**config.mk**
```make
export PLATFORM = sky130hd
export DESIGN_NAME = ipr_resolver
export DESIGN_NICKNAME = d
export VERILOG_FILES = /design/src/design/ipr_pkg.sv /design/src/design/ipr_first_set.sv /design/src/design/ipr_event_bank.sv /design/src/design/ipr_resolver.sv
export VERILOG_INCLUDE_DIRS = /design/src /design/src/design
export SDC_FILE = /design/constraint.sdc
export NUM_CORES = 1
export LEC_CHECK = 0
export BUFFER_PORTS_ARGS = -buffer_cell sky130_fd_sc_hd__buf_2
export CAP_MARGIN = 20
export CORE_MARGIN = 1
export CORE_UTILIZATION = 55
export CTS_CLUSTER_DIAMETER = 40
export DETAILED_ROUTE_END_ITERATION = 6
export GPL_TIMING_DRIVEN = 0
export MAX_ROUTING_LAYER = met4
export PLACE_DENSITY_LB_ADDON = 0.1
export SLEW_MARGIN = 0
export SYNTH_ARGS = -nofsm -noshare
export SYNTH_HDL_FRONTEND = slang
export SYNTH_SLANG_ARGS = --single-unit
```
**constraint.sdc**
```tcl
create_clock -name clk_i -period 3 [get_ports clk_i]
set_clock_uncertainty 0.05 [all_clocks]
set_input_delay 0.3 -clock clk_i [delete_from_list [all_inputs] [get_ports clk_i]]
set_output_delay 0.3 -clock clk_i [all_outputs]
set_load 0.02 [all_outputs]
```
**src/design/ipr_cfg.svh**
```systemverilog
/*
  Constants of the interrupt priority resolver: register offsets, status word
  layout and reset value, source counts and the level code for a disabled source.
  Assumes inclusion by its bare name from the design files that need it.
*/
// Notes on behaviour
// - Level 3 is non-maskable and orders reset, stack error, illegal instruction, debug, trap, then the NMI.
// - Levels 0 to 2 are maskable, and external requests A, B, C, D win first within a level.
// - The six DMA channel requests come next, channel 0 highest and channel 5 lowest.
// - The host port follows as host command, then transmit empty, then receive full.
// - Serial port zero follows as rx exception, rx data, rx last slot, tx exception, tx last slot, tx data.
// - Serial port one ranks directly below port zero with the same internal order.
// - The async serial port follows as rx exception, rx data, tx data, idle line, then its timer.
// - Timers rank lowest, overflow before compare for timers 0, 1, 2, so timer 2 compare is last.
// - The two-bit core priority field codes 0 (00, lowest) to 3 (11, highest) and is compared with DMA priority.
// - The unnormalized flag becomes the XNOR of accumulator bits 47 and 46.
// - The scaling flag becomes the XOR of accumulator bits 46 and 45.
// - The 24-bit status word is read/write, resets to c00300, and its reserved bits are kept at zero.
`ifndef IPR_CFG_SVH
`define IPR_CFG_SVH

`define IPR_OFS_STATUS_WORD  32'h0000_0000
`define IPR_OFS_LEVEL_0      32'h0000_0004
`define IPR_OFS_LEVEL_1      32'h0000_0008
`define IPR_OFS_LEVEL_2      32'h0000_000c
`define IPR_OFS_WINNER       32'h0000_0010
`define IPR_OFS_EVT_STATUS   32'h0000_0014
`define IPR_OFS_EVT_CLEAR    32'h0000_0018
`define IPR_OFS_EVT_ENABLE   32'h0000_001c

`define IPR_SR_W             24
`define IPR_SR_RESET         24'hc0_0300
`define IPR_SR_WR_MASK       24'hfb_efff
`define IPR_SR_CP_LSB        22
`define IPR_SR_MASK_LSB      8
`define IPR_SR_SCALE_BIT     7
`define IPR_SR_UNNORM_BIT    4

`define IPR_ACC_W            48
`define IPR_ACC_TOP          47
`define IPR_ACC_MID          46
`define IPR_ACC_LOW          45

`define IPR_NUM_MASK         36
`define IPR_NUM_NMI          6
`define IPR_NUM_LVL_REGS     3
`define IPR_SRC_PER_REG      16
`define IPR_NUM_EVT          3
`define IPR_LVL_OFF          2'h3
`define IPR_LVL_NMI          2'h3
`define IPR_LVL_REG_RESET    32'hffff_ffff

`endif

```
**src/design/ipr_pkg.sv**
```systemverilog
/*
  Types of the interrupt priority resolver: request bundles in priority order,
  the APB carrier structs and the core-side request.
  Assumes nothing beyond a SystemVerilog compiler.
*/
package ipr_pkg;

  // fields listed highest priority first
  typedef struct packed {
    logic hw_reset;
    logic stack_error;
    logic illegal_instr;
    logic debug_req;
    logic trap;
    logic nmi;
  } ipr_nmi_src_s;

  typedef struct packed {
    logic [3:0] external_request;  // [0]=a .. [3]=d
    logic [5:0] dma_chan;          // [0]=channel 0
    logic       host_command;
    logic       host_tx_empty;
    logic       host_rx_full;
    logic [5:0] ssp0;              // [0]=rx exc,[1]=rx,[2]=rx last,[3]=tx exc,[4]=tx last,[5]=tx
    logic [5:0] ssp1;
    logic [4:0] async_port;        // [0]=rx exc,[1]=rx,[2]=tx,[3]=idle,[4]=timer
    logic [5:0] timer;             // [0]=t0 ovf,[1]=t0 cmp,[2]=t1 ovf,...,[5]=t2 cmp
  } ipr_mask_src_s;

  typedef struct packed {
    logic        psel;
    logic        penable;
    logic        pwrite;
    logic [31:0] paddr;
    logic [31:0] pwdata;
  } ipr_apb_req_s;

  typedef struct packed {
    logic [31:0] prdata;
    logic        pready;
    logic        pslverr;
  } ipr_apb_rsp_s;

  typedef struct packed {
    logic       valid;
    logic       nonmask;
    logic [1:0] level;
    logic [5:0] index;
  } ipr_core_req_s;

  typedef enum logic [1:0] {
    IPR_EVT_NMI_TAKEN,
    IPR_EVT_MASK_TAKEN,
    IPR_EVT_HELD_BY_MASK
  } ipr_evt_e;

endpackage

```
**src/design/ipr_first_set.sv**
```systemverilog
/*
  Fixed-order picker: finds the lowest set index of a request vector.
  Assumes index 0 is the highest priority position.
*/
`timescale 1ns/1ns
`default_nettype none
module ipr_first_set #(
  parameter int unsigned N  = 6,
  parameter int unsigned IW = 6
) (
  input  wire logic [N-1:0]  req_i,
  output logic               found_o,
  output logic [IW-1:0]      idx_o
);
  initial begin
    if (N < 1 || N > (1 << IW)) begin
      $error("ipr_first_set: N does not fit the index width");
    end
  end

  always_comb begin
    found_o = 1'b0;
    idx_o   = '0;
    // walk downward so the lowest set index is the last to assign
    for (int i = N - 1; i >= 0; i--) begin
      if (req_i[i]) begin
        found_o = 1'b1;
        idx_o   = IW'(i);
      end
    end
  end
endmodule
`default_nettype wire

```
**src/design/ipr_event_bank.sv**
```systemverilog
/*
  Sticky event status with write-only clear, enable register and one level
  interrupt output. Assumes write strobes are single-cycle pulses.
*/
`timescale 1ns/1ns
`default_nettype none
module ipr_event_bank #(
  parameter int unsigned W = 3
) (
  input  wire logic         clk_i,
  input  wire logic         rst_n_i,
  input  wire logic [W-1:0] set_i,
  input  wire logic         clr_wr_i,
  input  wire logic         en_wr_i,
  input  wire logic [W-1:0] wdata_i,
  output logic [W-1:0]      status_o,
  output logic [W-1:0]      enable_o,
  output logic              irq_o
);
  logic [W-1:0] status_q;
  logic [W-1:0] enable_q;

  initial begin
    if (W < 1 || W > 32) begin
      $error("ipr_event_bank: width must be 1 to 32");
    end
  end

  // a set in the clearing cycle survives
  always_ff @(posedge clk_i) begin
    if (!rst_n_i) begin
      status_q <= '0;
    end else begin
      status_q <= (status_q & ~(clr_wr_i ? wdata_i : '0)) | set_i;
    end
  end

  always_ff @(posedge clk_i) begin
    if (!rst_n_i) begin
      enable_q <= '0;
    end else if (en_wr_i) begin
      enable_q <= wdata_i;
    end
  end

  assign status_o = status_q;
  assign enable_o = enable_q;
  assign irq_o    = |(status_q & enable_q);
endmodule
`default_nettype wire

```
**src/design/ipr_resolver.sv**
```systemverilog
/*
  Interrupt priority resolver: per-source level registers, level-then-order
  arbitration of maskable and non-maskable requests, core status word with
  accumulator-derived flags, APB register slave and event interrupt.
  Assumes request inputs are synchronous levels held until serviced, and an
  APB master that obeys setup and access phases.
*/
// The address map and the APB interface to the registers are this design's own decisions.
`timescale 1ns/1ns
`default_nettype none
`include "ipr_cfg.svh"
module ipr_resolver #(
  parameter int unsigned NUM_MASK = `IPR_NUM_MASK,
  parameter int unsigned NUM_NMI  = `IPR_NUM_NMI
) (
  input  wire logic                   clk_i,
  input  wire logic                   rst_n_i,
  input  wire ipr_pkg::ipr_apb_req_s  apb_req_i,
  output ipr_pkg::ipr_apb_rsp_s       apb_rsp_o,
  input  wire ipr_pkg::ipr_mask_src_s mask_src_i,
  input  wire ipr_pkg::ipr_nmi_src_s  nmi_src_i,
  input  wire logic                   acc_update_i,
  input  wire logic [`IPR_ACC_W-1:0]  acc_result_i,
  input  wire logic [1:0]             dma_prio_i,
  input  wire logic                   core_ack_i,
  output ipr_pkg::ipr_core_req_s      core_req_o,
  output logic [1:0]                  core_priority_o,
  output logic                        dma_over_core_o,
  output logic                        irq_o
);
  import ipr_pkg::*;

  initial begin
    if (NUM_MASK != $bits(ipr_mask_src_s) || NUM_NMI != $bits(ipr_nmi_src_s)) begin
      $error("ipr_resolver: source counts must match the request bundles");
    end
    if (NUM_MASK > `IPR_NUM_LVL_REGS * `IPR_SRC_PER_REG) begin
      $error("ipr_resolver: not enough level registers for NUM_MASK");
    end
  end

  // two-bit level of maskable source i inside the level register array
  function automatic logic [1:0] lvl_of(input logic [31:0] regs [`IPR_NUM_LVL_REGS], input int i);
    lvl_of = regs[i / `IPR_SRC_PER_REG][(i % `IPR_SRC_PER_REG) * 2 +: 2];
  endfunction

  logic [`IPR_SR_W-1:0] sr_q;
  logic [31:0]          lvl_q [`IPR_NUM_LVL_REGS];
  ipr_core_req_s        win_q;
  ipr_core_req_s        win_d;

  logic [NUM_MASK-1:0]  mask_vec;
  logic [NUM_NMI-1:0]   nmi_vec;
  logic [NUM_MASK-1:0]  per_lvl [3];
  logic [2:0]           lvl_found;
  logic [5:0]           lvl_idx [3];
  logic                 nmi_found;
  logic [5:0]           nmi_idx;
  logic [1:0]           sr_mask;
  logic                 held_by_mask;

  // apb decode
  logic                 apb_access;
  logic                 apb_wr;
  logic                 addr_hit;
  logic [31:0]          rd_data;
  logic [`IPR_NUM_EVT-1:0] evt_set;
  logic [`IPR_NUM_EVT-1:0] evt_status;
  logic [`IPR_NUM_EVT-1:0] evt_enable;
  logic                 evt_clr_wr;
  logic                 evt_en_wr;

  assign sr_mask = sr_q[`IPR_SR_MASK_LSB +: 2];

  // maskable requests in fixed order, index 0 highest
  always_comb begin
    mask_vec[3:0]   = mask_src_i.external_request;
    mask_vec[9:4]   = mask_src_i.dma_chan;
    mask_vec[10]    = mask_src_i.host_command;
    mask_vec[11]    = mask_src_i.host_tx_empty;
    mask_vec[12]    = mask_src_i.host_rx_full;
    mask_vec[18:13] = mask_src_i.ssp0;
    mask_vec[24:19] = mask_src_i.ssp1;
    mask_vec[29:25] = mask_src_i.async_port;
    mask_vec[35:30] = mask_src_i.timer;
  end

  // non-maskable requests, reset first and nmi last
  always_comb begin
    nmi_vec[0] = nmi_src_i.hw_reset;
    nmi_vec[1] = nmi_src_i.stack_error;
    nmi_vec[2] = nmi_src_i.illegal_instr;
    nmi_vec[3] = nmi_src_i.debug_req;
    nmi_vec[4] = nmi_src_i.trap;
    nmi_vec[5] = nmi_src_i.nmi;
  end

  // split pending maskable requests by their assigned level
  always_comb begin
    held_by_mask = 1'b0;
    for (int l = 0; l < 3; l++) begin
      per_lvl[l] = '0;
    end
    for (int i = 0; i < NUM_MASK; i++) begin
      for (int l = 0; l < 3; l++) begin
        // the off code never equals a maskable level
        if (mask_vec[i] && lvl_of(lvl_q, i) == 2'(l) && 2'(l) >= sr_mask) begin
          per_lvl[l][i] = 1'b1;
        end
      end
      if (mask_vec[i] && lvl_of(lvl_q, i) != `IPR_LVL_OFF && lvl_of(lvl_q, i) < sr_mask) begin
        held_by_mask = 1'b1;
      end
    end
  end

  for (genvar l = 0; l < 3; l++) begin : g_lvl
    ipr_first_set #(
      .N  (NUM_MASK),
      .IW (6)
    ) u_pick (
      .req_i   (per_lvl[l]),
      .found_o (lvl_found[l]),
      .idx_o   (lvl_idx[l])
    );
  end

  ipr_first_set #(
    .N  (NUM_NMI),
    .IW (6)
  ) u_nmi_pick (
    .req_i   (nmi_vec),
    .found_o (nmi_found),
    .idx_o   (nmi_idx)
  );

  // level decides first, fixed order only within the level
  always_comb begin
    win_d = '0;
    if (nmi_found) begin
      win_d.valid   = 1'b1;
      win_d.nonmask = 1'b1;
      win_d.level   = `IPR_LVL_NMI;
      win_d.index   = nmi_idx;
    end else if (lvl_found[2]) begin
      win_d.valid = 1'b1;
      win_d.level = 2'h2;
      win_d.index = lvl_idx[2];
    end else if (lvl_found[1]) begin
      win_d.valid = 1'b1;
      win_d.level = 2'h1;
      win_d.index = lvl_idx[1];
    end else if (lvl_found[0]) begin
      win_d.valid = 1'b1;
      win_d.level = 2'h0;
      win_d.index = lvl_idx[0];
    end
  end

  // registered winner: one cycle from request to core_req_o
  always_ff @(posedge clk_i) begin
    if (!rst_n_i) begin
      win_q <= '0;
    end else begin
      win_q <= win_d;
    end
  end

  assign core_req_o = win_q;

  // apb slave, zero wait states
  assign apb_access = apb_req_i.psel && apb_req_i.penable;
  assign apb_wr     = apb_access && apb_req_i.pwrite;

  always_comb begin
    addr_hit = 1'b1;
    rd_data  = '0;
    unique case (apb_req_i.paddr)
      `IPR_OFS_STATUS_WORD: rd_data = {8'h00, sr_q};
      `IPR_OFS_LEVEL_0:     rd_data = lvl_q[0];
      `IPR_OFS_LEVEL_1:     rd_data = lvl_q[1];
      `IPR_OFS_LEVEL_2:     rd_data = lvl_q[2];
      `IPR_OFS_WINNER:      rd_data = {22'h00_0000, win_q};
      `IPR_OFS_EVT_STATUS:  rd_data = {29'h0000_0000, evt_status};
      `IPR_OFS_EVT_CLEAR:   rd_data = '0;
      `IPR_OFS_EVT_ENABLE:  rd_data = {29'h0000_0000, evt_enable};
      default:              addr_hit = 1'b0;
    endcase
  end

  always_comb begin
    apb_rsp_o.pready  = 1'b1;
    apb_rsp_o.pslverr = apb_access && !addr_hit;
    apb_rsp_o.prdata  = (apb_access && !apb_req_i.pwrite) ? rd_data : '0;
  end

  // status word: software write, then flags from the accumulator win
  always_ff @(posedge clk_i) begin
    if (!rst_n_i) begin
      sr_q <= `IPR_SR_RESET;
    end else begin
      if (apb_wr && apb_req_i.paddr == `IPR_OFS_STATUS_WORD) begin
        // reserved positions forced to zero whatever software writes
        sr_q <= apb_req_i.pwdata[`IPR_SR_W-1:0] & `IPR_SR_WR_MASK;
      end
      if (acc_update_i) begin
        sr_q[`IPR_SR_UNNORM_BIT] <= ~(acc_result_i[`IPR_ACC_TOP] ^ acc_result_i[`IPR_ACC_MID]);
        sr_q[`IPR_SR_SCALE_BIT]  <= acc_result_i[`IPR_ACC_MID] ^ acc_result_i[`IPR_ACC_LOW];
      end
    end
  end

  // level registers, all sources off after reset
  always_ff @(posedge clk_i) begin
    if (!rst_n_i) begin
      for (int r = 0; r < `IPR_NUM_LVL_REGS; r++) begin
        lvl_q[r] <= `IPR_LVL_REG_RESET;
      end
    end else if (apb_wr) begin
      if (apb_req_i.paddr == `IPR_OFS_LEVEL_0) begin
        lvl_q[0] <= apb_req_i.pwdata;
      end
      if (apb_req_i.paddr == `IPR_OFS_LEVEL_1) begin
        lvl_q[1] <= apb_req_i.pwdata;
      end
      if (apb_req_i.paddr == `IPR_OFS_LEVEL_2) begin
        lvl_q[2] <= apb_req_i.pwdata;
      end
    end
  end

  // core priority against the active dma channel priority
  assign core_priority_o = sr_q[`IPR_SR_CP_LSB +: 2];
  assign dma_over_core_o = dma_prio_i > core_priority_o;

  // events: taken request of each class, and a request held back by the mask
  always_comb begin
    evt_set                       = '0;
    evt_set[IPR_EVT_NMI_TAKEN]    = core_ack_i && win_q.valid && win_q.nonmask;
    evt_set[IPR_EVT_MASK_TAKEN]   = core_ack_i && win_q.valid && !win_q.nonmask;
    evt_set[IPR_EVT_HELD_BY_MASK] = held_by_mask;
  end

  assign evt_clr_wr = apb_wr && apb_req_i.paddr == `IPR_OFS_EVT_CLEAR;
  assign evt_en_wr  = apb_wr && apb_req_i.paddr == `IPR_OFS_EVT_ENABLE;

  ipr_event_bank #(
    .W (`IPR_NUM_EVT)
  ) u_events (
    .clk_i    (clk_i),
    .rst_n_i  (rst_n_i),
    .set_i    (evt_set),
    .clr_wr_i (evt_clr_wr),
    .en_wr_i  (evt_en_wr),
    .wdata_i  (apb_req_i.pwdata[`IPR_NUM_EVT-1:0]),
    .status_o (evt_status),
    .enable_o (evt_enable),
    .irq_o    (irq_o)
  );
endmodule
`default_nettype wire

```
---- After elaboration in Yosys (flattened, before gate mapping) ----
Index checks and enable logic that the tools add are counted.
word-level totals
  flip-flop bits (word level) ............. 134
  bits in latches ......................... 0
  memory bits (writable) .................. 0
  bits in read-only memories .............. 0
  bits of input ports ..................... 163
  output and inout bits ................... 48
  memories kept ........................... 0
operators by class
  add/sub/neg operators ................... 0
  multiply operators ...................... 0
  divide/modulo/power cells ............... 0
  magnitude comparators ................... 40
  equality and inequality tests ........... 115
  shift-type cells ........................ 0
  mux-type cells .......................... 388
  bitwise gates (word level) .............. 7
  reductions and logical operators ........ 344
operator list
  kind                                                               number
  two-way mux 6 bit                                                  109
  logical AND 1 bit                                                  298
  two-way mux 1 bit                                                  266
  one-hot mux 32 bit (7 select lines)                                1
  == test 32 x 5 -> 1 bit (second input constant)                    4
  == test 2 x 1 -> 1 bit (second input constant)                     36
  == test 2 bit (second input constant)                              36
  logical NOT 2 bit                                                  36
  < comparator 2 bit                                                 36
  inequality test 2 bit (second input constant)                      36
  == test 32 x 4 -> 1 bit (second input constant)                    2
  == test 32 x 3 -> 1 bit (second input constant)                    1
  logical NOT 32 bit                                                 1
  two-way mux 32 bit                                                 1
  two-way mux 8 bit                                                  3
  two-way mux 3 bit                                                  7
  OR reduction 8 bit                                                 1
  two-way mux 7 bit                                                  1
  AND 3 bit                                                          2
  AND reduction 2 bit                                                3
  greater-or-equal comparator 1 x 2 -> 1 bit (first input constant)  2
  logical NOT 1 bit                                                  3
  inverter 3 bit                                                     1
  OR 3 bit                                                           1
  6 further kinds                                                    7

---- Depth between registers and ports, before layout ----
Gate-level depths: netlist (run 1).
  word-level depth ........................ 44
  gate-level depth with buffers ........... 12

---- Hierarchy ----
Synthesis (run 1) repeated with hierarchy kept, for this count alone.
unflattened totals
  cells, all modules ...................... 1322
  area total of the unflattened synthesis .. 9938.3 um2
by module, submodules not included
  module                                times used  cells an instance  area each (um2)  sequential area each (um2)
  ipr_resolver                          1           1054               8286.7           2562.5
  ipr_first_set at g_lvl[0].u_pick ...  3           77                 446.7            0.0
  ipr_event_bank                        1           23                 227.7            120.1
  ipr_first_set at u_nmi_pick           1           14                 83.8             0.0

---- Least setup slack after synthesis (run 1) ----
No wires, ideal clock.
  path type ............................... flip-flop to flip-flop
  from .................................... reg sr_q[9]
  to ...................................... reg win_q, in the netlist core_req_o[1]
  arrival time ............................ 2547 ps
  setup slack ............................. 314 ps
  stages on the path, launching flop included .. 11
  path buffers ............................ 2
  period minus slack after synthesis ...... 2686 ps
  path through ............................ dfxtp_1 > buf_6 > buf_2 > inv_1 > nand4b_1 > nand2_1 > o21ai_0 > a2111o_1 > a31oi_1 > nor3_1 > o32ai_2
between the ends
  cells in the longest elaborated chain, start to end .. 43
  elaborated cells between the ends (all ways) .. 439
ends and longest elaborated chain
  element                                                               RTL line             source
  start, declared                                                       ipr_resolver.sv:47   logic [`IPR_SR_W-1:0] sr_q;
  start signal, assigned                                                ipr_resolver.sv:200  sr_q <= `IPR_SR_RESET;
  start signal, assigned                                                ipr_resolver.sv:204  sr_q <= apb_req_i.pwdata[`IPR_SR_W-1:0] & `IPR_SR_WR_MASK;
  start signal, assigned by index                                       ipr_resolver.sv:207  sr_q[`IPR_SR_UNNORM_BIT] <= ~(acc_result_i[`IPR_ACC_TOP] ^ acc_result_i[`IPR_ACC_MID]);
  greater-or-equal comparator 1 x 2 -> 1 bit                            ipr_resolver.sv:107  if (mask_vec[i] && lvl_of(lvl_q, i) == 2'(l) && 2'(l) >= sr_mask) begin
  logical AND 1 bit                                                     ipr_resolver.sv:107
  two-way mux 1 bit                                                     ipr_resolver.sv:107
  two-way mux 6 bit or two-way mux 1 bit (tied branches) (36 in a row)  ipr_first_set.sv:26  if (req_i[i]) begin
  two-way mux 6 bit                                                     ipr_resolver.sv:153  end else if (lvl_found[0]) begin
  two-way mux 7 bit                                                     ipr_resolver.sv:149  end else if (lvl_found[1]) begin
  two-way mux 8 bit (*)                                                 ipr_resolver.sv:145  end else if (lvl_found[2]) begin
  two-way mux 8 bit (*)                                                 ipr_resolver.sv:140  if (nmi_found) begin
  end signal, assigned                                                  ipr_resolver.sv:165  win_q <= win_d;
  end, declared                                                         ipr_resolver.sv:49   ipr_core_req_s win_q;
Every way passes the cells marked *; elsewhere a longest branch is shown, timed or not.
A chain may end at the register's enable or synchronous reset.

==> metrics.md, run 1 <==
| Metric | Value |
|---|---|
| Status | `finished with violations` |
| Failing checks | `DRC` |
| Initial antenna violation count | `1` |
| Static Leak | `about 5 nW` |
| Seq/Total Area, Yosys | `roughly 28%` |
| Crit-path max cell delay | `a little over 500 ps` |
| Top-area cell type share of the netlist area | `27.96%` |
| Drt wl/cell | `between 20 and 25 um` |
| Synthesized net count | `roughly 1500` |
| # nets final | `around 1700` |
| Cell Rows | `between 40 and 50` |
| Global Route Usage Sum | `between 40% and 50%` |
| Slew Viols, Final | `0` |
| Vias per Instance | `between 6 and 7` |
| Worst reg2reg path startpoint | `lvl_q[33]` |
| Clock buffer count from CTS | `17` |
| Critical Path Start Type | `input port` |
| Synth Flop Type | `dfxtp_1` |
| H-tree Lvls | `4` |
| Worst setup EP type | `output port` |
| DRT Pass-1 Iters | `7` |
| Routability cong. | `1.036` |
| Top Ports | `around 210` |
| Layout area overhead | `19.94%` |
| Die area | `about 18000 um^2` |
| RR Endpoint | `core_req_o[1]` |
| FF+latch count, synth | `about 130` |
| Pin slew with the least headroom to its limit | `1164 ps` |
| Type of the worst setup path | `in2out` |
| Core area | `roughly 17000 um^2` |
| Most frequent cell on the critical path | `buf_2` |
| Synth area leaders | `dfxtp_1 28%, nand2_1 11%, nand3_1 5.6%, ha_1 5.0%, nand3b_1 4.9%` |
| CTS clk-pin slew, worst paths | `about 60 ps` |
| Gr ovfl total | `0` |
| Post-synth ARST share | `0%` |
| Clk_lat worst skew | `~440 ps` |
| Hold WC Path Type | `in2reg` |
| Max-slew headroom | `a little over a fifth` |
| Final period util | `a little over nine tenths` |
| Hold slack | `about 46 ps` |
| IO Port Bufs | `163` |
| DRC violations left | `15` |
| Iteration-0 DRC Markers | `roughly 1400` |
| Max_cap viols | `0` |
| Worst path required time | `roughly 2700 ps` |
| CP cell instances | `buf_2, nor4_1, nand4_1, or3_1, nor3b_4, buf_2, a22oi_1, a21oi_1, buf_2` |
| Power Dens Cells | `368.6 nW/um^2` |
| Minimum clock period | `between 2000 and 3000 ps` |
| Yosys warnings | `0` |
| Worst Hold End | `core_req_o[1]` |
| Initial Utilization | `between 50% and 60%` |
| Largest net degree at the start of global routing | `a little over 40` |
| Syn Area/Cell | `7.584 um^2` |
| WP data arrival | `2590 ps` |
| Worst IR Drop VDD | `0.0004509 V` |
| Hold path depth | `2` |
| CTS tree | `built` |
| Total power | `4.242 mW` |
| Detailed Place HPWL | `between 30000 and 40000 um` |
| Longest Clk Path Bufs | `2` |
| EDFF count, synth | `0` |
| Worst-case reg-to-reg path depth | `8` |
| Critical path's slowest cell | `or3_1` |
| Antenna-violating nets left | `0` |
| Yosys top cell by area | `dfxtp_1` |
| Final setup vio count | `0` |
| Reg2reg setup slack | `~70 ps` |
| TritonCTS Sinks | `between 100 and 150` |
| Synth Instances | `around 1300` |
| Post-Syn Area | `between 9000 and 10000 um^2` |
| Share of cells above drive strength 1 | `about 20%` |
| Global-route wire length before repair | `between 50000 and 60000 um` |
| Synth cell types | `between 70 and 80` |
| Crit-path max FO | `10` |
| Root buf cell | `clkbuf_16` |
| Commonest non-fill, non-tap cells in the layout | `283 x nand2_1, 170 x buf_2, 132 x dfxtp_1, 107 x nand3_1, 62 x nand3b_1` |
| Floorplan die width | `about 130 um` |
| Total wire length | `between 30000 and 40000 um` |
| Die height | `between 100 and 150 um` |
| Fmax achieved | `around 340 MHz` |
| Commonest non-fill, non-tap cell in the layout | `nand2_1` |
| Vias in the first global route | `around 10000` |
| Routed via count | `11260` |
| Final Hold Vio Count | `0` |
| Startpoint of the worst hold path | `nmi_src_i[4]` |
## power breakdown
group          internal (mW)  switching (mW)
logic                  0.101           0.152
registers               1.79         0.00964
clock network           1.34           0.854
## cells by family after synthesis
group,Yosys count,synth area share [%]
flip-flops,134,27.96
AO/OA/AOI/OAI,254,18.61
other,1,0.03909
AND/OR/NAND/NOR,749,43.90
XOR/XNOR,2,0.1826
buffers and inverters,82,3.573
multiplexers,5,0.7825
adder cells (fa/ha/maj),38,4.956
## state kept, by name, indices dropped and copies added (netlist names)
| signal | cells |
|---|---|
| core_req_o | 10 |
| lvl_q | 96 |
| sr_q | 22 |
| u_events.enable_o | 3 |
| u_events.status_o | 3 |
## Yosys cell counts (4+ instances only)
master     number
nand2_1       283
dfxtp_1       134
nand3_1       108
nand3b_1       62
clkbuf_1       59
nor2_1         57
a21oi_1        51
nor2b_1        51
ha_1           38
o22ai_1        37
a22oi_1        33
nor3b_1        26
and3b_1        21
o21ai_0        21
a222oi_1       19
nor4_1         19
or3b_2         18
nand4_1        17
nor3_1         16
a21boi_0       14
inv_1          13
nor4bb_1       13
a211oi_1       10
a31oi_1        10
and4bb_2       10
o211ai_1       10
nand2b_1        6
o31ai_1         6
a21boi_1        5
and2_1          5
buf_2           4
buf_4           4
nand4b_1        4
nand4bb_1       4
o21a_1          4
## through the flow
stage          area [um^2]  util [%]  worst slack, ps  std cells  TNS (ps)
2_1_floorplan         9594         -            314.4       1265         0
3_3_place_gp         10690     63.53            -1358       1648    -13930
3_5_place_dp         10690     63.53           -853.4       1648    -12270
4_1_cts              11390     67.75           -121.3       1682    -121.3
5_1_grt              11500     68.41           -50.08       1683    -70.27
6_report             11510     68.42            61.86       1684         0
## worst max-delay path, delay by kind of cell
family	cells	cell delay, ps
AND/OR/NAND/NOR	4	1270
buffers and inverters	3	620
AO/OA/AOI/OAI	2	390
## final cells by class
type | count | area [um^2]
Multi-Input combinational cell | 1049 | 6693
Clock buffer | 19 | 442.9
Tap cell | 220 | 275.3
Fill cell | 1468 | 5311
Clock inverter | 13 | 168.9
Buffer | 69 | 340.3
Antenna cell | 1 | 2.502
Inverter | 13 | 61.31
Timing Repair Buffer | 166 | 835.8
Sequential cell | 134 | 2688
## worst max-delay path by stage
stage                        from  slack [ps]              endpoint
detailed placement        sr_q[9]        -850  u_events.status_o[2]
global placement          sr_q[9]       -1360  u_events.status_o[2]
floorplan                 sr_q[9]         310         core_req_o[1]
global route        apb_req_i[60]         -50         apb_rsp_o[12]
finish              apb_req_i[60]          60         apb_rsp_o[12]
CTS                       sr_q[9]        -120  u_events.status_o[2]
## metal layers
metal,vias up,global-route usage [%],routed length (um)
li1,5106,-,-
met4,0,21.85,1935
met2,821,69.14,17950
met3,122,9.108,5196
met1,5212,56.89,14840
met5,-,-,0
## timing repair
item,4_1_cts,5_1_grt
setup buffers,2,0
gates resized for setup,26,36
pin swaps,3,3
hold buffers,0,0
endpoints found under the setup margin,36,37
No activity file was read; power rests on OpenSTA's default activity.
==> inputs of run 2 (changes only) <==
--- a/config.mk
+++ b/config.mk
@@ -15,6 +15,7 @@
 export GPL_TIMING_DRIVEN = 0
 export MAX_ROUTING_LAYER = met4
 export PLACE_DENSITY_LB_ADDON = 0.1
+export SETUP_SLACK_MARGIN = 0.1
 export SLEW_MARGIN = 0
 export SYNTH_ARGS = -nofsm -noshare
 export SYNTH_HDL_FRONTEND = slang
==> metrics.md, run 2 (same netlist as run 1, synthesis figures left out) <==
| Metric | Value |
|---|---|
| CTS clk-pin slew, worst paths | `about 60 ps` |
| Reg2reg setup slack | `90 ps` |
| Worst IR Drop VDD | `approximately 0.00045 V` |
| Fmax achieved | `roughly 340 MHz` |
| Critical Path Start Type | `register` |
| Max_cap viols | `0` |
| Clk_lat worst skew | `440 ps` |
| Minimum clock period | `~2900 ps` |
| Layout area overhead | `21.10%` |
| Drt wl/cell | `23.73 um` |
| Initial antenna violation count | `1` |
| Pint | `3.226 mW` |
| Iteration-0 DRC Markers | `1470` |
| Clock buffer count from CTS | `17` |
| Final Hold Vio Count | `0` |
| Routability cong. | `roughly 1.0` |
| Worst setup EP type | `register` |
| Combinational Power Share | `~6%` |
| Antenna-violating nets left | `0` |
| Gr ovfl total | `0` |
| Fin worst setup slack | `roughly 95 ps` |
| # nets final | `about 1700` |
| Global-route wire length before repair | `58530 um` |
| Worst Hold End | `core_req_o[1]` |
| Slew Viols, Final | `0` |
| Power Dens Cells | `approximately 370 nW/um^2` |
| Cell Rows | `47` |
| CTS tree | `built` |
| Worst-case reg-to-reg path depth | `12` |
| Hold slack | `~48 ps` |
| TritonCTS Sinks | `between 100 and 150` |
| Type of the worst setup path | `reg2reg` |
| Total power | `between 4 and 5 mW` |
| Die height | `134.1 um` |
| Commonest non-fill, non-tap cell in the layout | `nand2_1` |
| Share of cells above drive strength 1 | `roughly a fifth` |
| Die area | `17980 um^2` |
| Static Leak | `5.047 nW` |
| Placed cell area | `about 11000 um^2` |
| Sw Share | `about a quarter` |
| Dpl cells | `approximately 1600` |
| Core area | `about 17000 um^2` |
| Setup TNS | `0 ps` |
| Crit-path max FO | `40` |
| Commonest non-fill, non-tap cells in the layout | `283 x nand2_1, 166 x buf_2, 126 x dfxtp_1, 107 x nand3_1, 62 x nand3b_1` |
| WP data arrival | `roughly 3200 ps` |
| Final design utilization | `between 60 and 70%` |
| Total wire length | `about 40000 um` |
| Fin area | `about 12000 um^2` |
| RR Endpoint | `u_events.status_o[2]` |
| Placement Setup Slack | `-853.4 ps` |
| IO Port Bufs | `between 150 and 200` |
| Startpoint of the worst hold path | `nmi_src_i[4]` |
| Status | `complete, no violations` |
| Filler instances | `1442` |
| Detailed Place HPWL | `just over 30000 um` |
| DRC violations left | `0` |
| Fin cells | `around 1700` |
| Routed via count | `about 11000` |
| DRT Pass-1 Iters | `7` |
| Worst reg2reg path startpoint | `sr_q[9]` |
| Root buf cell | `clkbuf_16` |
| Hold WC Path Type | `in2reg` |
| Floorplan die width | `between 100 and 150 um` |
| Sw Pwr | `just over 1 mW` |
| Largest net degree at the start of global routing | `41` |
| Clk pwr share | `between 50% and 60%` |
| Longest Clk Path Bufs | `2` |
| Top Ports | `around 210` |
| Vias in the first global route | `9947` |
| Hold_buf cts | `0` |
| Final period util | `96.84%` |
| Worst path required time | `between 3000 and 4000 ps` |
| Number of flip-flops in the largest register | `between 90 and 100` |
| Hold path depth | `2` |
| Global Route Usage Sum | `roughly 45%` |
| RSZ-0062 raised after global routing | `true` |
| Pin slew with the least headroom to its limit | `about 1200 ps` |
| Vias per Instance | `about 6.7` |
| H-tree Lvls | `4` |
| Initial Utilization | `a little under three fifths` |
| Sequential share of power | `~42%` |
| Max-slew headroom | `around a fifth` |
| Most flop-heavy register | `lvl_q` |
| Final setup vio count | `0` |
run 2: cell count changes in the layout (fill, tap and decap cells not counted), moves of 2 or more:
cell       previous run  this run
a2111oi_1             0         2
buf_2               170       166
buf_4                 6        16
buf_6                 1         3
dfxtp_1             132       126
dfxtp_2               1         7
nor4bb_1             11         8
nor4bb_2              1         4
run 2: worst max-delay path, stage by stage, from the launching register on:
cell and delay, ps:
dfxtp_4 390, buf_12 160, buf_12 160, inv_12 100, ha_1 320, nor2b_1 130
o22ai_1 90, nand3b_1 240, nand4_1 270, nor4_4 510, nand3_2 180, a21oi_2 140
nor2b_1 60
run 2: worst max-delay path by stage:
stage               slack [ps]  depth (start not counted)                    to           from
finish                      90                         12  u_events.status_o[2]        sr_q[9]
global placement         -1360                         12  u_events.status_o[2]        sr_q[9]
floorplan                  310                         10         core_req_o[1]        sr_q[9]
CTS                         90                         12  u_events.status_o[2]        sr_q[9]
global route                70                          9         apb_rsp_o[12]  apb_req_i[60]
detailed placement        -850                         12  u_events.status_o[2]        sr_q[9]
run 2: final cells by class:
cell class / instances / area (um^2) / area share [%]
antenna: 1 / 2.502 / 0.02154
buffer: 69 / 365.4 / 3.145
clock buffer: 19 / 442.9 / 3.812
clock inverter: 13 / 168.9 / 1.454
inverter: 13 / 61.31 / 0.5277
multi-input combinational: 1049 / 6726 / 57.89
sequential: 134 / 2695 / 23.20
tap: 220 / 275.3 / 2.369
timing repair buffer: 172 / 880.8 / 7.581
run 2: power by group through the flow:
| stage | registers, mW | clock network (mW) | logic (mW) |
|---|---|---|---|
| floorplan | 1.84 | 0 | 0.0772 |
| finish | 1.80 | 2.20 | 0.253 |
| global route | 1.80 | 2.26 | 0.267 |
| CTS | 1.80 | 2.18 | 0.243 |
| global placement | 1.84 | 0 | 0.237 |
| detailed placement | 1.84 | 0 | 0.240 |
run 2: repair_timing:
item / in CTS / in global routing
setup endpoints to repair: 37 / 37
resized for setup: 37 / 50
pin swaps: 5 / 11
buffers inserted: 2 / 6
run 2: routing by layer:
metal / share of wire, % / up-vias / track usage (%)
met1: 38 / 5242 / 56.90
li1: - / 5116 / -
met4: 5.3 / 0 / 21.16
met5: 0 / - / -
met3: 12 / 158 / 9.184
met2: 44 / 751 / 69.20
